File: config.mk
export PLATFORM = sky130hd
export DESIGN_NAME = stop_release_and_reset_sequencer
export DESIGN_NICKNAME = d
export VERILOG_FILES = /design/src/stab_wait_counter.v /design/src/stop_release_and_reset_sequencer.v
export VERILOG_INCLUDE_DIRS = /design/src
export SDC_FILE = /design/constraint.sdc
export NUM_CORES = 1
export LEC_CHECK = 0
export BUFFER_PORTS_ARGS = -buffer_cell sky130_fd_sc_hd__buf_2
export CAP_MARGIN = 20
export CORE_MARGIN = 2
export CORE_UTILIZATION = 62
export DETAILED_ROUTE_END_ITERATION = 10
export PLACE_DENSITY = 0.86
export SLEW_MARGIN = 10
export SYNTH_ARGS = -nofsm -noshare
export SYNTH_HDL_FRONTEND = slang
export SYNTH_SLANG_ARGS = --single-unit
File: constraint.sdc
create_clock -name i_clk -period 10.4 [get_ports i_clk]
set_input_delay 1.04 -clock i_clk [delete_from_list [all_inputs] [get_ports i_clk]]
set_output_delay 1.04 -clock i_clk [all_outputs]
set_load 0.005 [all_outputs]
File: src/sequencer_defs.vh
// constants for the stop-release and reset sequencer: register map,
// reset values, field positions and stabilisation wait counts.
// assumes i_clk is the selected main oscillator clock itself.
`ifndef SEQUENCER_DEFS_VH
`define SEQUENCER_DEFS_VH

////////////////////////////////////////////////////////////////////////
// register addresses on the 16-bit register port
`define ADDR_STAB_SEL   16'hFFFA
`define ADDR_SUB_PWR    16'hFFAF
`define ADDR_PSW        16'hFF1E
`define ADDR_PCC        16'hFFFB
`define ADDR_SUB_MODE   16'hFF70
`define ADDR_SUB_CTRL   16'hFF72
`define ADDR_INT_MASK   16'hFFE4
`define ADDR_INT_FLAG   16'hFFE0
`define ADDR_EXT_MODE   16'hFFEC
`define ADDR_KEY_MODE   16'hFFF5
`define ADDR_PORT_LAT   16'hFF00
`define ADDR_PORT_DIR   16'hFF20
`define ADDR_PULL_UP    16'hFF32
`define ADDR_RX_BUF     16'hFF19
`define ADDR_TMR_MODE   16'hFF50

////////////////////////////////////////////////////////////////////////
// reset values
`define RST_STAB_SEL    8'h04
`define RST_PSW         8'h02
`define RST_PCC         8'h02
`define RST_ZERO        8'h00
`define RST_ONES        8'hFF

// writable bits of the narrow registers
`define WMASK_STAB_SEL  8'h07
`define WMASK_SUB_PWR   8'h01
`define WMASK_FULL      8'hFF

// interrupt enable bit of the status word
`define PSW_IE_BIT      7

////////////////////////////////////////////////////////////////////////
// stabilisation select codes and wait lengths in oscillator periods
`define SEL_X12         3'h0
`define SEL_X15         3'h2
`define SEL_X17         3'h4
`define WAIT_X12        4096
`define WAIT_X15        32768
`define WAIT_X17        131072
`define WAIT_RC7        128

// reset vector byte addresses
`define VEC_ADDR_LO     16'h0000
`define VEC_ADDR_HI     16'h0001

`endif

File: src/stab_wait_counter.v
// down-counter that times one oscillation stabilisation wait.
// assumes i_len is held steady in the cycle i_start is high.
`timescale 1ns/10ps
`default_nettype none

module stab_wait_counter #(
    parameter CW = 18                    // counter width
) (
    input  wire          i_clk,          // main oscillator clock
    input  wire          i_sys_rst,      // synchronous reset, high
    input  wire          i_start,        // load and start the wait
    input  wire [CW-1:0] i_len,          // wait length in cycles
    output wire          o_busy,         // wait in progress
    output wire          o_done          // last cycle of the wait
);

    reg [CW-1:0] cnt_ff;                 // cycles left minus one
    reg          busy_ff;                // counting

    ////////////////////////////////////////////////////////////////////
    // a restart wins over a running wait, so a new reset re-times it
    always @(posedge i_clk) begin
        if (i_sys_rst) begin
            cnt_ff  <= {CW{1'b0}};
            busy_ff <= 1'b0;
        end else if (i_start) begin
            cnt_ff  <= i_len - {{(CW-1){1'b0}}, 1'b1};
            busy_ff <= 1'b1;
        end else if (busy_ff) begin
            // stop at zero rather than wrap into another long wait
            if (cnt_ff == {CW{1'b0}}) begin
                busy_ff <= 1'b0;
            end else begin
                cnt_ff <= cnt_ff - {{(CW-1){1'b0}}, 1'b1};
            end
        end
    end

    assign o_busy = busy_ff;
    assign o_done = busy_ff && (cnt_ff == {CW{1'b0}});

endmodule // stab_wait_counter

`default_nettype wire

File: src/stop_release_and_reset_sequencer.v
// stop-mode release and chip reset sequencer with its register bank.
// assumes all inputs are synchronous to i_clk, which is the selected
// main oscillator; each vector byte we ask for comes back the next cycle.
`timescale 1ns/10ps
`default_nettype none
`include "sequencer_defs.vh"

// Contract
// - enabled interrupt vectors only after wait
// - disabled interrupt resumes at next instruction
// - interrupt wait from select, RC fixed
// - reset in stop waits then resets
// - masked request keeps stop mode
// - reset from pin or watchdog
// - program counter loaded from vector bytes
// - low pin resets all hardware
// - pins high impedance in reset, wait
// - high pin releases, run after wait
// - watchdog reset releases itself
// - both resets act the same; here a watchdog overflow in stop resets at once, without the stop-reset wait
// - reset in stop keeps stop contents
// - reset wait 2^15 crystal or 2^7 RC
// - only program counter undefined meanwhile
// - standby reset keeps memory contents
// - status word and clock control 02H
// - latches 00H, directions FFH, pull-ups 00H
// - flags 00H, masks FFH, modes cleared
// - select 04H, subclock and power 00H
// - receive buffer FFH, timer regs 00H
// - select codes give 2^12, 2^15, 2^17
module stop_release_and_reset_sequencer #(
    parameter N_IRQ      = 8,            // interrupt sources
    parameter P_WAIT_X12 = `WAIT_X12,    // short crystal wait
    parameter P_WAIT_X15 = `WAIT_X15,    // middle crystal wait
    parameter P_WAIT_X17 = `WAIT_X17,    // long crystal wait
    parameter P_WAIT_RC  = `WAIT_RC7     // fixed rc wait
) (
    input  wire             i_clk,        // main oscillator clock
    input  wire             i_sys_rst,    // power-on reset, high
    input  wire             i_rst_pin_n,  // external reset pin, low
    input  wire             i_wdt_ovf,    // watchdog overflow pulse
    input  wire             i_osc_rc,     // 1: rc oscillator in use
    input  wire             i_stop_exec,  // cpu executes stop
    input  wire [N_IRQ-1:0] i_int_req,    // interrupt request pulses
    input  wire             i_rx_load,    // receive byte arrived
    input  wire [7:0]       i_rx_data,    // received byte
    input  wire [7:0]       i_vec_data,   // vector byte, next cycle
    input  wire [15:0]      i_addr,       // register address
    input  wire [7:0]       i_wdata,      // register write data
    input  wire             i_wr,         // write strobe
    input  wire             i_rd,         // read strobe
    output reg  [7:0]       o_rdata,      // read data, next cycle
    output wire             o_vec_rd,     // vector byte request
    output wire [15:0]      o_vec_addr,   // vector byte address
    output wire [15:0]      o_pc,         // program counter
    output wire             o_pc_valid,   // program counter defined
    output wire             o_cpu_run,    // cpu may execute
    output wire             o_stop_mode,  // clock stopped or waking
    output wire             o_pins_hiz,   // all pins high impedance
    output wire             o_hw_reset,   // reset to other blocks
    output reg              o_int_service,// vectored service pulse
    output reg              o_resume_next,// resume without vector
    output wire [7:0]       o_port_latch, // port output latch
    output wire [7:0]       o_port_dir,   // port direction, 1 input
    output wire [7:0]       o_pull_up     // pull-up enables
);

    ////////////////////////////////////////////////////////////////////
    // register indices into the bank
    localparam [3:0] R_STAB = 4'h0;       // stabilization_time_select
    localparam [3:0] R_PWR  = 4'h1;       // subclock_power_select
    localparam [3:0] R_PSW  = 4'h2;       // processor_status_word
    localparam [3:0] R_PCC  = 4'h3;       // processor_clock_control
    localparam [3:0] R_SUBCLOCK_OSCILLATION_MODE = 4'h4;       // subclock_oscillation_mode
    localparam [3:0] R_SUBC = 4'h5;       // subclock_control
    localparam [3:0] R_MASK = 4'h6;       // interrupt_mask_flag
    localparam [3:0] R_IRQF = 4'h7;       // interrupt request flags
    localparam [3:0] R_EXTM = 4'h8;       // external_int_mode
    localparam [3:0] R_KEYM = 4'h9;       // key_return_mode
    localparam [3:0] R_LAT  = 4'hA;       // port output latch
    localparam [3:0] R_DIR  = 4'hB;       // port_direction_reg
    localparam [3:0] R_PULL = 4'hC;       // pull-up option
    localparam [3:0] R_RXB  = 4'hD;       // serial_receive_buffer
    localparam [3:0] R_TMR  = 4'hE;       // timer mode control
    localparam [3:0] R_NONE = 4'hF;       // unmapped address
    localparam       NREG   = 15;         // registers in the bank

    ////////////////////////////////////////////////////////////////////
    // one-hot sequencer states
    localparam [8:0] ST_RESET = 9'h001;   // reset held
    localparam [8:0] ST_WAIT  = 9'h002;   // wait after reset release
    localparam [8:0] ST_VLO   = 9'h004;   // ask for vector low byte
    localparam [8:0] ST_VHI   = 9'h008;   // ask for vector high byte
    localparam [8:0] ST_VEND  = 9'h010;   // take vector high byte
    localparam [8:0] ST_RUN   = 9'h020;   // normal execution
    localparam [8:0] ST_STOP  = 9'h040;   // oscillator stopped
    localparam [8:0] ST_IWAIT = 9'h080;   // wait after interrupt wake
    localparam [8:0] ST_SRST  = 9'h100;   // reset pin low in stop

    localparam CW = 18;                   // wait counter width

    ////////////////////////////////////////////////////////////////////
    // wait lengths cut to the counter width
    localparam [CW-1:0] LEN_X12 = P_WAIT_X12[CW-1:0];
    localparam [CW-1:0] LEN_X15 = P_WAIT_X15[CW-1:0];
    localparam [CW-1:0] LEN_X17 = P_WAIT_X17[CW-1:0];
    localparam [CW-1:0] LEN_RC  = P_WAIT_RC[CW-1:0];

    reg  [8:0]    st_ff;                  // current state
    reg  [8:0]    nxt_st;                 // next state
    reg           from_stop_ff;           // wait follows a stop reset
    reg           nxt_from_stop;          // next from_stop_ff
    reg  [15:0]   pc_ff;                  // program counter
    reg  [7:0]    regs_ff [0:NREG-1];     // register bank
    reg           wait_start;             // start the wait counter
    reg  [CW-1:0] wait_len;               // its length
    wire          wait_done;              // last wait cycle
    wire          rst_req;                // any reset source active
    wire          pend;                   // unmasked request pending
    wire          ie;                     // interrupt enable bit
    wire          hw_rst;                 // force reset values now
    wire [3:0]    wr_idx;                 // write target
    wire [3:0]    rd_idx;                 // read target
    wire          wr_hit;                 // accepted write
    integer       i;                      // bank loop index

    ////////////////////////////////////////////////////////////////////
    // address decode; anything unlisted is unmapped
    function [3:0] addr_idx;
        input [15:0] a;
        begin
            case (a)
                `ADDR_STAB_SEL: addr_idx = R_STAB;
                `ADDR_SUB_PWR:  addr_idx = R_PWR;
                `ADDR_PSW:      addr_idx = R_PSW;
                `ADDR_PCC:      addr_idx = R_PCC;
                `ADDR_SUB_MODE: addr_idx = R_SUBCLOCK_OSCILLATION_MODE;
                `ADDR_SUB_CTRL: addr_idx = R_SUBC;
                `ADDR_INT_MASK: addr_idx = R_MASK;
                `ADDR_INT_FLAG: addr_idx = R_IRQF;
                `ADDR_EXT_MODE: addr_idx = R_EXTM;
                `ADDR_KEY_MODE: addr_idx = R_KEYM;
                `ADDR_PORT_LAT: addr_idx = R_LAT;
                `ADDR_PORT_DIR: addr_idx = R_DIR;
                `ADDR_PULL_UP:  addr_idx = R_PULL;
                `ADDR_RX_BUF:   addr_idx = R_RXB;
                `ADDR_TMR_MODE: addr_idx = R_TMR;
                default:        addr_idx = R_NONE;
            endcase
        end
    endfunction

    ////////////////////////////////////////////////////////////////////
    // reset value of each register
    function [7:0] rst_val;
        input [3:0] r;
        begin
            case (r)
                R_STAB:  rst_val = `RST_STAB_SEL;
                R_PSW:   rst_val = `RST_PSW;
                R_PCC:   rst_val = `RST_PCC;
                R_MASK:  rst_val = `RST_ONES;
                R_DIR:   rst_val = `RST_ONES;
                R_RXB:   rst_val = `RST_ONES;
                // latches, pull-ups, flags, modes, timer
                default: rst_val = `RST_ZERO;
            endcase
        end
    endfunction

    ////////////////////////////////////////////////////////////////////
    // writable bits; the rest hold, and in select and power read back as zero
    function [7:0] wr_mask;
        input [3:0] r;
        begin
            case (r)
                R_STAB:  wr_mask = `WMASK_STAB_SEL;
                R_PWR:   wr_mask = `WMASK_SUB_PWR;
                R_RXB:   wr_mask = `RST_ZERO;     // read only
                default: wr_mask = `WMASK_FULL;
            endcase
        end
    endfunction

    ////////////////////////////////////////////////////////////////////
    // wait length chosen by the select field on an interrupt wake
    function [CW-1:0] int_len;
        input [2:0] sel;
        begin
            case (sel)
                `SEL_X12: int_len = LEN_X12;
                `SEL_X15: int_len = LEN_X15;
                // prohibited codes take the longest, safest wait
                default:  int_len = LEN_X17;
            endcase
        end
    endfunction

    // pin and watchdog are merged, so both act the same outside stop mode
    assign rst_req = ~i_rst_pin_n | i_wdt_ovf;
    assign ie      = regs_ff[R_PSW][`PSW_IE_BIT];
    // a masked request cannot wake the part
    assign pend    = |(regs_ff[R_IRQF] & ~regs_ff[R_MASK]);
    assign wr_idx  = addr_idx(i_addr);
    assign rd_idx  = addr_idx(i_addr);
    // the cpu alone writes, so writes count only while it runs
    assign wr_hit  = i_wr && (st_ff == ST_RUN) && (wr_idx != R_NONE);

    // reset values are forced through reset and a normal wait; after a
    // stop reset they land only once the wait is over
    assign hw_rst = (st_ff == ST_RESET) ||
        ((st_ff == ST_WAIT) && (~from_stop_ff || wait_done));

    ////////////////////////////////////////////////////////////////////
    // wait timer on the main oscillator clock
    stab_wait_counter #(
        .CW      (CW)
    ) u_wait (
        .i_clk     (i_clk),
        .i_sys_rst (i_sys_rst),
        .i_start   (wait_start),
        .i_len     (wait_len),
        .o_busy    (),
        .o_done    (wait_done)
    );

    ////////////////////////////////////////////////////////////////////
    // next state, and when and how long to wait
    always @* begin
        nxt_st        = st_ff;
        nxt_from_stop = from_stop_ff;
        wait_start    = 1'b0;
        // reset release wait does not follow the select field
        wait_len      = i_osc_rc ? LEN_RC : LEN_X15;
        case (st_ff)
            ST_RESET: begin
                // a watchdog pulse ends by itself, the pin on going high
                if (!rst_req) begin
                    nxt_st     = ST_WAIT;
                    wait_start = 1'b1;
                end
            end
            ST_WAIT: begin
                if (rst_req) begin
                    nxt_st        = ST_RESET;
                    nxt_from_stop = 1'b0;
                end else if (wait_done) begin
                    nxt_st        = ST_VLO;
                    nxt_from_stop = 1'b0;
                end
            end
            ST_VLO, ST_VHI: begin
                if (rst_req) begin
                    nxt_st = ST_RESET;
                end else begin
                    nxt_st = (st_ff == ST_VLO) ? ST_VHI : ST_VEND;
                end
            end
            ST_VEND: begin
                nxt_st = rst_req ? ST_RESET : ST_RUN;
            end
            ST_RUN: begin
                if (rst_req) begin
                    nxt_st = ST_RESET;
                end else if (i_stop_exec) begin
                    nxt_st = ST_STOP;
                end
            end
            ST_STOP, ST_IWAIT: begin
                if (!i_rst_pin_n) begin
                    // pin reset in stop keeps stop contents
                    nxt_st        = ST_SRST;
                    nxt_from_stop = 1'b1;
                end else if (i_wdt_ovf) begin
                    nxt_st = ST_RESET;
                end else if (st_ff == ST_STOP) begin
                    if (pend) begin
                        nxt_st     = ST_IWAIT;
                        wait_start = 1'b1;
                        wait_len   = i_osc_rc ? LEN_RC :
                            int_len(regs_ff[R_STAB][2:0]);
                    end
                end else if (wait_done) begin
                    nxt_st = ST_RUN;
                end
            end
            ST_SRST: begin
                // wait first, reset processing afterwards
                if (i_wdt_ovf) begin
                    nxt_st        = ST_RESET;
                    nxt_from_stop = 1'b0;
                end else if (i_rst_pin_n) begin
                    nxt_st     = ST_WAIT;
                    wait_start = 1'b1;
                end
            end
            default: begin
                nxt_st        = ST_RESET;
                nxt_from_stop = 1'b0;
            end
        endcase
    end

    ////////////////////////////////////////////////////////////////////
    // state registers; power-on reset starts as a pin reset would
    always @(posedge i_clk) begin
        if (i_sys_rst) begin
            st_ff        <= ST_RESET;
            from_stop_ff <= 1'b0;
        end else begin
            st_ff        <= nxt_st;
            from_stop_ff <= nxt_from_stop;
        end
    end

    ////////////////////////////////////////////////////////////////////
    // wake outcome pulses, one cycle as the cpu restarts
    always @(posedge i_clk) begin
        if (i_sys_rst) begin
            o_int_service <= 1'b0;
            o_resume_next <= 1'b0;
        end else begin
            // vector only once the wait is over
            o_int_service <= (nxt_st == ST_RUN) &&
                (st_ff == ST_IWAIT) && ie;
            o_resume_next <= (nxt_st == ST_RUN) &&
                (st_ff == ST_IWAIT) && !ie;
        end
    end

    ////////////////////////////////////////////////////////////////////
    // program counter from the two vector bytes, low first
    always @(posedge i_clk) begin
        if (i_sys_rst) begin
            pc_ff <= 16'h0000;
        end else if (st_ff == ST_VHI) begin
            pc_ff[7:0]  <= i_vec_data;
        end else if (st_ff == ST_VEND) begin
            pc_ff[15:8] <= i_vec_data;
        end
    end

    ////////////////////////////////////////////////////////////////////
    // register bank; hardware flag sets win over a software write
    always @(posedge i_clk) begin
        for (i = 0; i < NREG; i = i + 1) begin
            if (i_sys_rst || hw_rst) begin
                regs_ff[i] <= rst_val(i[3:0]);
            end else if (wr_hit && (wr_idx == i[3:0])) begin
                regs_ff[i] <= (i_wdata & wr_mask(i[3:0])) |
                    (regs_ff[i] & ~wr_mask(i[3:0]));
            end
        end
        if (!(i_sys_rst || hw_rst)) begin
            // requests stay latched while stopped so they can wake
            regs_ff[R_IRQF] <= i_int_req |
                ((wr_hit && (wr_idx == R_IRQF)) ? i_wdata :
                regs_ff[R_IRQF]);
            if (i_rx_load) begin
                regs_ff[R_RXB] <= i_rx_data;
            end
        end
    end

    ////////////////////////////////////////////////////////////////////
    // read data stand for the one cycle after the strobe
    always @(posedge i_clk) begin
        if (i_sys_rst) begin
            o_rdata <= 8'h00;
        end else if (i_rd && (rd_idx != R_NONE)) begin
            o_rdata <= regs_ff[rd_idx];
        end else begin
            o_rdata <= 8'h00;
        end
    end

    ////////////////////////////////////////////////////////////////////
    // outputs; pin drivers and cpu held until the wait ends
    assign o_vec_rd    = (st_ff == ST_VLO) || (st_ff == ST_VHI);
    assign o_vec_addr  = (st_ff == ST_VHI) ? `VEC_ADDR_HI : `VEC_ADDR_LO;
    assign o_pc        = pc_ff;
    // only the program counter is undefined through reset and wait
    assign o_pc_valid  = (st_ff == ST_RUN) || o_stop_mode;
    assign o_cpu_run   = (st_ff == ST_RUN);
    assign o_stop_mode = (st_ff == ST_STOP) || (st_ff == ST_IWAIT) ||
        (st_ff == ST_SRST);
    assign o_pins_hiz  = (st_ff == ST_RESET) || (st_ff == ST_WAIT) ||
        (st_ff == ST_SRST);
    assign o_hw_reset  = hw_rst;
    assign o_port_latch = regs_ff[R_LAT];
    assign o_port_dir   = regs_ff[R_DIR];
    assign o_pull_up    = regs_ff[R_PULL];

    // a pin pulse shorter than the minimum still resets here; the
    // source must meet the minimum width for a clean oscillator start

endmodule // stop_release_and_reset_sequencer

`default_nettype wire

==> results of run 1 <==
[worst max-delay path: stages]
cell     delay, ns
buf_2         0.15
or4_4         0.56
or4_1         0.48
o211a_1       0.21
and3_1        0.28
nor4b_4       0.81
nand2_2       0.33
o21ai_0       0.94
[final cells by class]
cell class                      count  area (um^2)  share of cell area, %
Sequential cell                   163         4340                   45.9
Clock buffer                       18          429                   4.53
Clock inverter                     14          161                   1.71
Multi-Input combinational cell    556         3600                   38.0
Inverter                           20         75.1                  0.793
Timing Repair Buffer              124          633                   6.69
Tap cell                          176          220                   2.33
[metrics by stage]
| stage | hold WS, ns | util (%) |
|---|---|---|
| 2_1_floorplan | 0.424 | - |
| 3_3_place_gp | 0.467 | 67.6 |
| 3_5_place_dp | 0.483 | 67.6 |
| 4_1_cts | 0.496 | 72.1 |
| 5_1_grt | 0.513 | 72.3 |
| 6_report | 0.493 | 72.3 |
[registers in the layout (all words and copies together) (netlist names)]
register	cells
regs_ff	108
u_wait.cnt_ff	18
o_pc	16
st_ff	9
o_rdata	8
from_stop_ff	1
o_int_service	1
o_resume_next	1
u_wait.o_busy	1
[placed cells by master (no fill, tap or decap), types with 4 or more instances in the layout]
cell,netlist,final
a211oi_1,8,7
a21o_1,7,7
a21oi_1,31,31
a222oi_1,22,22
a22o_1,13,13
a22oi_1,7,7
and2_1,78,78
and3_1,5,5
buf_2,6,117
buf_4,16,5
clkbuf_16,0,17
conb_1,2,23
dfxtp_1,55,55
edfxtp_1,108,108
inv_1,20,20
mux2i_1,32,32
nand2_1,34,34
nand2b_1,24,24
nand3_1,7,7
nand4_1,5,5
nor2_1,58,58
nor2b_1,6,6
nor3_1,24,23
nor3_2,5,5
nor4_1,11,11
o2111ai_1,4,4
o21ai_0,35,33
o21ai_1,2,4
or2_1,10,10
or2_2,12,12
or3_1,14,14
or4_1,5,5
xnor2_1,4,4
xor2_1,6,6
[worst max-delay path by stage]
stage,start,end,slack [ns],cells after the start
3_3_place_gp,i_addr[1],regs_ff[12][4],5.44,8
5_1_grt,i_addr[1],regs_ff[8][1],5.47,8
6_report,i_addr[1],regs_ff[8][1],5.64,8
3_5_place_dp,i_addr[1],regs_ff[12][5],5.20,8
2_1_floorplan,i_addr[1],regs_ff[12][0],6.11,9
4_1_cts,i_addr[1],regs_ff[12][6],5.55,8
[power groups by stage]
stage | Combinational (mW) | Clock [mW] | Sequential, mW
2_1_floorplan | 0.105 | 0 | 0.758
3_3_place_gp | 0.139 | 0 | 0.765
3_5_place_dp | 0.147 | 0 | 0.767
4_1_cts | 0.148 | 0.637 | 0.754
5_1_grt | 0.168 | 0.667 | 0.756
6_report | 0.152 | 0.635 | 0.754
[per-layer routing]
metal  share of wire [%]  routed length, um
met3                 8.9               1890
met4                 3.6                756
met5                   0                  0
met1                  38               8030
met2                  50              10500
[kinds of logic after synthesis]
family	after synthesis	share of synthesized area [%]
and+or+nand+nor	330	23.5
other	2	0.0914
AOI/OAI and AO/OA	159	13.8
DFF	163	52.9
buffers and inverters	77	4.52
muxes	33	4.04
adders and majority gates	1	0.152
xor gates and xnor gates	10	1.07
==> qor.csv, run 1 <==
metric;value;unit
min_from;o_pc[1];
setup_tns;0;ns
synthCells;775;
drt-vias-per-instance;6.26;
grtUsageMet1;38.4;%
finalCritPeriodShare;45.8;%
post_cts_buffers;0;
ant_nets;0;
status;complete, no violations;
power_density;163;nW/um^2
hold_class;reg2reg;
initial_core_util;62.8;%
clockRootBuffer;clkbuf_16;
io_buffers;113;
drt_wl_total;21.2;mm
die_width;119;um
synth_top_area_share;39.5;%
cts.htree.levels;4;
synthArstFlopShare;0;%
fin_nets;940;
dp_slack;5.20;ns
insertion_delay;0.43;ns
drive_gt1_share;21.1;%
ctsHoldBuffers;0;
fin_skew;0.00891;ns
p_clk_share;41.2;%
finalWeightedCongestion;0.892;
clk_path_buf_depth;2;
cts.sinks;163;
reg2reg_depth;10;
synth_edf_count;108;
grt.busiest_layer;met2;
ir_worst_vdd;0.180;mV
grt_use_total;30.4;%
hold_viol_final;0;
p_seq_share;49.0;%
grt_max_degree;42;
stdcell_area;9460;um^2
rows;42;
vias;6704;
cts_tree;built;
drtIter0Drc;992;
r2r-start;st_ff[4];
setup-violations-final;0;
dp.cells;1033;
p_int;1.16;mW
first_pass_iters;9;
worstPathArrival;4.81;ns
cts_resized;0;
worstSetupEndpointType;flop;
hold_end;o_pc[1];
nFillCells;938;
drcViolationCount;0;
grt_pass1_wl;33.4;mm
setup_ws;5.64;ns
grt_pass1_vias;6476;
die_y;119;um
synth_cell_type_count;75;
syn_to_final_growth;15.2;%
r2r_slack;6.55;ns
maxCapViolCount;0;
yosysMostFrequentCell;edfxtp_1;
start_kind;input port;
total_power;1.54;mW
finalMaxSlewViolations;0;
hold_path_depth;2;
clkTransAtPathRegs;0.06;ns
syn_area;8220;um^2
synth-main-ff-cell;edfxtp_1;
wl_per_cell;19.8;um
antenna_found_initial;0;
synth.area.top_cells;edfxtp_1 (39%), dfxtp_1 (13%), and2_1 (5.9%), mux2i_1 (3.9%), a222oi_1 (2.7%);
grt_use_met2;51.2;%
postPlaceCellArea;8840;um^2
dieArea;14200;um^2
synth_seq_cells;163;
synth.avg_cell_area;10.6;um^2
fin_cells;1071;
p_comb_share;9.9;%
fmax;210;MHz
synth_top_cells_by_count;edfxtp_1 (108), and2_1 (78), nor2_1 (58);
leakagePower;3.69;nW
yosysTopAreaCell;edfxtp_1;
grt-ovfl-total;0;
tightest_slew;1.10;ns
reg2reg_to;u_wait.cnt_ff[12];
power.switching;0.381;mW
yosysWarnings;0;
period_needed;4.76;ns
dpl.hpwl;14.7;mm
cts_made_buffers;17;
core-area;13100;um^2
crit_required;10.45;ns
io_pins;129;
critical_path.max_fanout;17;
sw_frac_of_total;24.8;%
worstSetupPathType;in2reg;
antenna_cells;0;
rsz0062_at_grt;no;
max_slew_margin;26.4;%
use_met3;5.75;%
yosysSeqAreaShare;52.9;%
No activity file was read; power rests on OpenSTA's default activity.
==> run 2: changes to the inputs <==
--- a/config.mk
+++ b/config.mk
@@ -6,12 +6,13 @@
 export SDC_FILE = /design/constraint.sdc
 export NUM_CORES = 1
 export LEC_CHECK = 0
+export ABC_AREA = 1
 export BUFFER_PORTS_ARGS = -buffer_cell sky130_fd_sc_hd__buf_2
 export CAP_MARGIN = 20
 export CORE_MARGIN = 2
-export CORE_UTILIZATION = 62
+export CORE_UTILIZATION = 58
 export DETAILED_ROUTE_END_ITERATION = 10
-export PLACE_DENSITY = 0.86
+export PLACE_DENSITY = 0.81
 export SLEW_MARGIN = 10
 export SYNTH_ARGS = -nofsm -noshare
 export SYNTH_HDL_FRONTEND = slang
==> constraint.sdc (replaced) <==
create_clock -name i_clk -period 4.4 [get_ports i_clk]
set_input_delay 0.44 -clock i_clk [delete_from_list [all_inputs] [get_ports i_clk]]
set_output_delay 0.44 -clock i_clk [all_outputs]
set_load 0.005 [all_outputs]
==> qor.csv, run 2 <==
metric;value;unit;change
status;complete, no violations;;
ant_nets;0;;unchanged
post_cts_buffers;0;;unchanged
leakagePower;4.91;nW;+33%
setup_tns;0;ns;unchanged
synth_top_cells_by_count;nand2_1 (364), nor2_1 (188), inv_1 (117);;
fin_skew;0.0200;ns;+0.0111 ns
top_register;regs_ff;;
wl_per_cell;16.2;um;-18%
grt_max_degree;48;;+14%
tightest_slew;0.921;ns;-0.179 ns
start_kind;input port;;
synthCells;1220;;+57%
fin_cells;1551;;+45%
crit_start;i_addr[3];;
hold_viol_final;0;;unchanged
final_cell_mix;nand2_1 (364), nor2_1 (188), inv_1 (117), buf_2 (114), edfxtp_1 (108);;
yosysTopAreaCell;edfxtp_1;;
r2r_slack;1.23;ns;-5.32 ns
max_slew_margin;38.5;%;+12 points
core-area;15300;um^2;+17%
die_y;129;um;+8.5%
p_int;2.66;mW;+130%
io_buffers;113;;unchanged
power_density;362;nW/um^2;+120%
syn_area;9110;um^2;+11%
sw_frac_of_total;28.5;%;+3.8 points
fin_nets;1385;;+47%
nFillCells;1295;;+38%
synth_seq_cells;163;;unchanged
fmax;315;MHz;
syn_to_final_growth;13.2;%;
finalCritPeriodShare;72.1;%;
multi_input_area;4040;um^2;+12%
yosysMostFrequentCell;nand2_1;;
largest_register_ffs;108;;unchanged
grt_pass1_wl;40.0;mm;+20%
cts_resized;0;;unchanged
yosysSeqAreaShare;47.7;%;-5.2 points
drt_wl_total;25.1;mm;+18%
die_width;129;um;+8.5%
critical_path.max_fanout;47;;+30
clockRootBuffer;clkbuf_16;;
synth_edf_count;108;;unchanged
yosysWarnings;0;;unchanged
power.switching;1.06;mW;+180%
rsz0062_at_grt;no;;
slowest_delay;0.48;ns;-0.46 ns
maxCapViolCount;0;;unchanged
synth_top_area_share;35.6;%;-3.9 points
cts.sinks;163;;unchanged
clkTransAtPathRegs;0.07;ns;about the same
hold_ws;0.248;ns;-0.244 ns
synth.avg_cell_area;7.46;um^2;-30%
insertion_delay;0.44;ns;about the same
worstPathArrival;3.49;ns;-1.32 ns
hold_class;in2reg;;
drt-vias-per-instance;5.56;;-11%
dpl.hpwl;17.6;mm;+20%
cp_cell_sequence;buf_2, inv_2, nand2_1, nor2_1, nand2_1, nor2_1, nor2_1, nand2_1, nor2_1, nand2_2, buf_4, nand2_2, buf_4, inv_2, nand2_1, nand2_1, nand2_1, nand2_1, nor2_1, nor2_1;;
min_from;i_rx_data[4];;
worstSetupEndpointType;flop;;
period_needed;3.17;ns;
rows;45;;+7.1%
cts.htree.levels;4;;unchanged
dp.cells;1518;;+47%
grt-ovfl-total;0;;unchanged
finalMaxSlewViolations;0;;unchanged
final_common_cell;nand2_1;;
synth.area.top_cells;edfxtp_1 (36%), nand2_1 (15%), dfxtp_1 (12%), nor2_1 (7.7%), nand3_1 (5.4%);;
clk_path_buf_depth;2;;unchanged
antenna_found_initial;0;;unchanged
vias;8630;;+29%
p_comb_share;15.4;%;+5.5 points
dieArea;16700;um^2;+18%
drive_gt1_share;14.4;%;-6.7 points
ir_worst_vdd;0.360;mV;+100%
synth-main-ff-cell;edfxtp_1;;
crit_required;4.72;ns;-5.73 ns
ctsHoldBuffers;0;;unchanged
synthArstFlopShare;0;%;unchanged
p_clk_share;35.8;%;-5.4 points
antenna_cells;0;;unchanged
regArea;4340;um^2;unchanged
finalWeightedCongestion;0.932;;+4.4%
worstSetupPathType;in2reg;;
first_pass_iters;6;;-3
grt_use_total;30.8;%;+0.41 points
p_seq_share;48.8;%;-0.2 points
initial_core_util;59.7;%;-3.1 points
critPathMostFrequentCell;nand2_1;;
io_pins;129;;unchanged
drtIter0Drc;917;;-7.6%
synth_cell_type_count;47;;-37%
cts_tree;built;;
drcViolationCount;0;;unchanged
cp_slowest_cell;buf_4;;
cts_made_buffers;17;;unchanged
setup-violations-final;0;;unchanged
r2r-start;st_ff[6];;
grt_pass1_vias;8102;;+25%
-- run 2: changes by cell type after synthesis, moves of 14 or more --
cell,previous run,this run
nand4_1,5,32
nand2_1,34,364
a222oi_1,22,0
inv_1,20,117
or3_1,14,0
mux2i_1,32,0
nor2_1,58,188
nand2b_1,24,0
and2_1,78,0
o21ai_0,35,69
nand3_1,7,99
-- run 2: power groups by stage --
stage / logic, mW / clock network, mW / registers, mW
floorplan: 0.405 / 0 / 1.83
global placement: 0.553 / 0 / 1.84
detailed placement: 0.563 / 0 / 1.85
CTS: 0.566 / 1.34 / 1.82
global route: 0.644 / 1.40 / 1.83
finish: 0.574 / 1.34 / 1.82
-- run 2: layout make-up --
| class | count | share of cell area (%) |
|---|---|---|
| clock buffers | 19 | 4.20 |
| clock inverters | 13 | 0.837 |
| inverters | 123 | 4.48 |
| multi-input cells | 893 | 39.2 |
| flip-flops and latches | 163 | 42.1 |
| well taps | 211 | 2.56 |
| repair buffers | 129 | 6.63 |
-- run 2: path summary, 6_finish.rpt --
kind / end / depth (start not counted)
worst max-delay path: o_rdata[5] / 20
worst min-delay path: regs_ff[13][4] / 3
worst max register to register: u_wait.cnt_ff[16] / 15
worst min register to register: u_wait.cnt_ff[0] / 2
-- run 2: cell families after synthesis --
logic type | after synthesis | share of synthesized area [%]
DFF | 163 | 47.7
AOI/OAI and AO/OA | 123 | 7.58
and+or+nand+nor | 743 | 35.3
xor gates and xnor gates | 3 | 0.289
adders and majority gates | 1 | 0.137
other | 2 | 0.0825
buffers and inverters | 185 | 8.89
-- run 2: metal layers --
metal | global-route usage [%] | vias to the layer above | wire (um)
met5 | 0 | - | 0
met1 | 38.8 | 3924 | 9980
met3 | 5.66 | 60 | 2250
met2 | 52.7 | 490 | 12100
li1 | - | 4156 | -
met4 | 12.5 | 0 | 724
-- run 2: worst max-delay path, delay by kind of cell --
family | cells | cell delay, ns
buffers and inverters | 5 | 1.30
AND/OR/NAND/NOR | 15 | 1.73
-- run 2: metrics by stage --
step	instance area [um^2]	util (%)	setup WS, ns	power, mW
floorplan	9190	-	1.63	2.24
global placement	9780	64.1	0.992	2.40
global route	10300	67.6	0.976	3.87
finish	10300	67.6	1.23	3.73
detailed placement	9780	64.1	0.936	2.41
CTS	10300	67.5	1.33	3.72
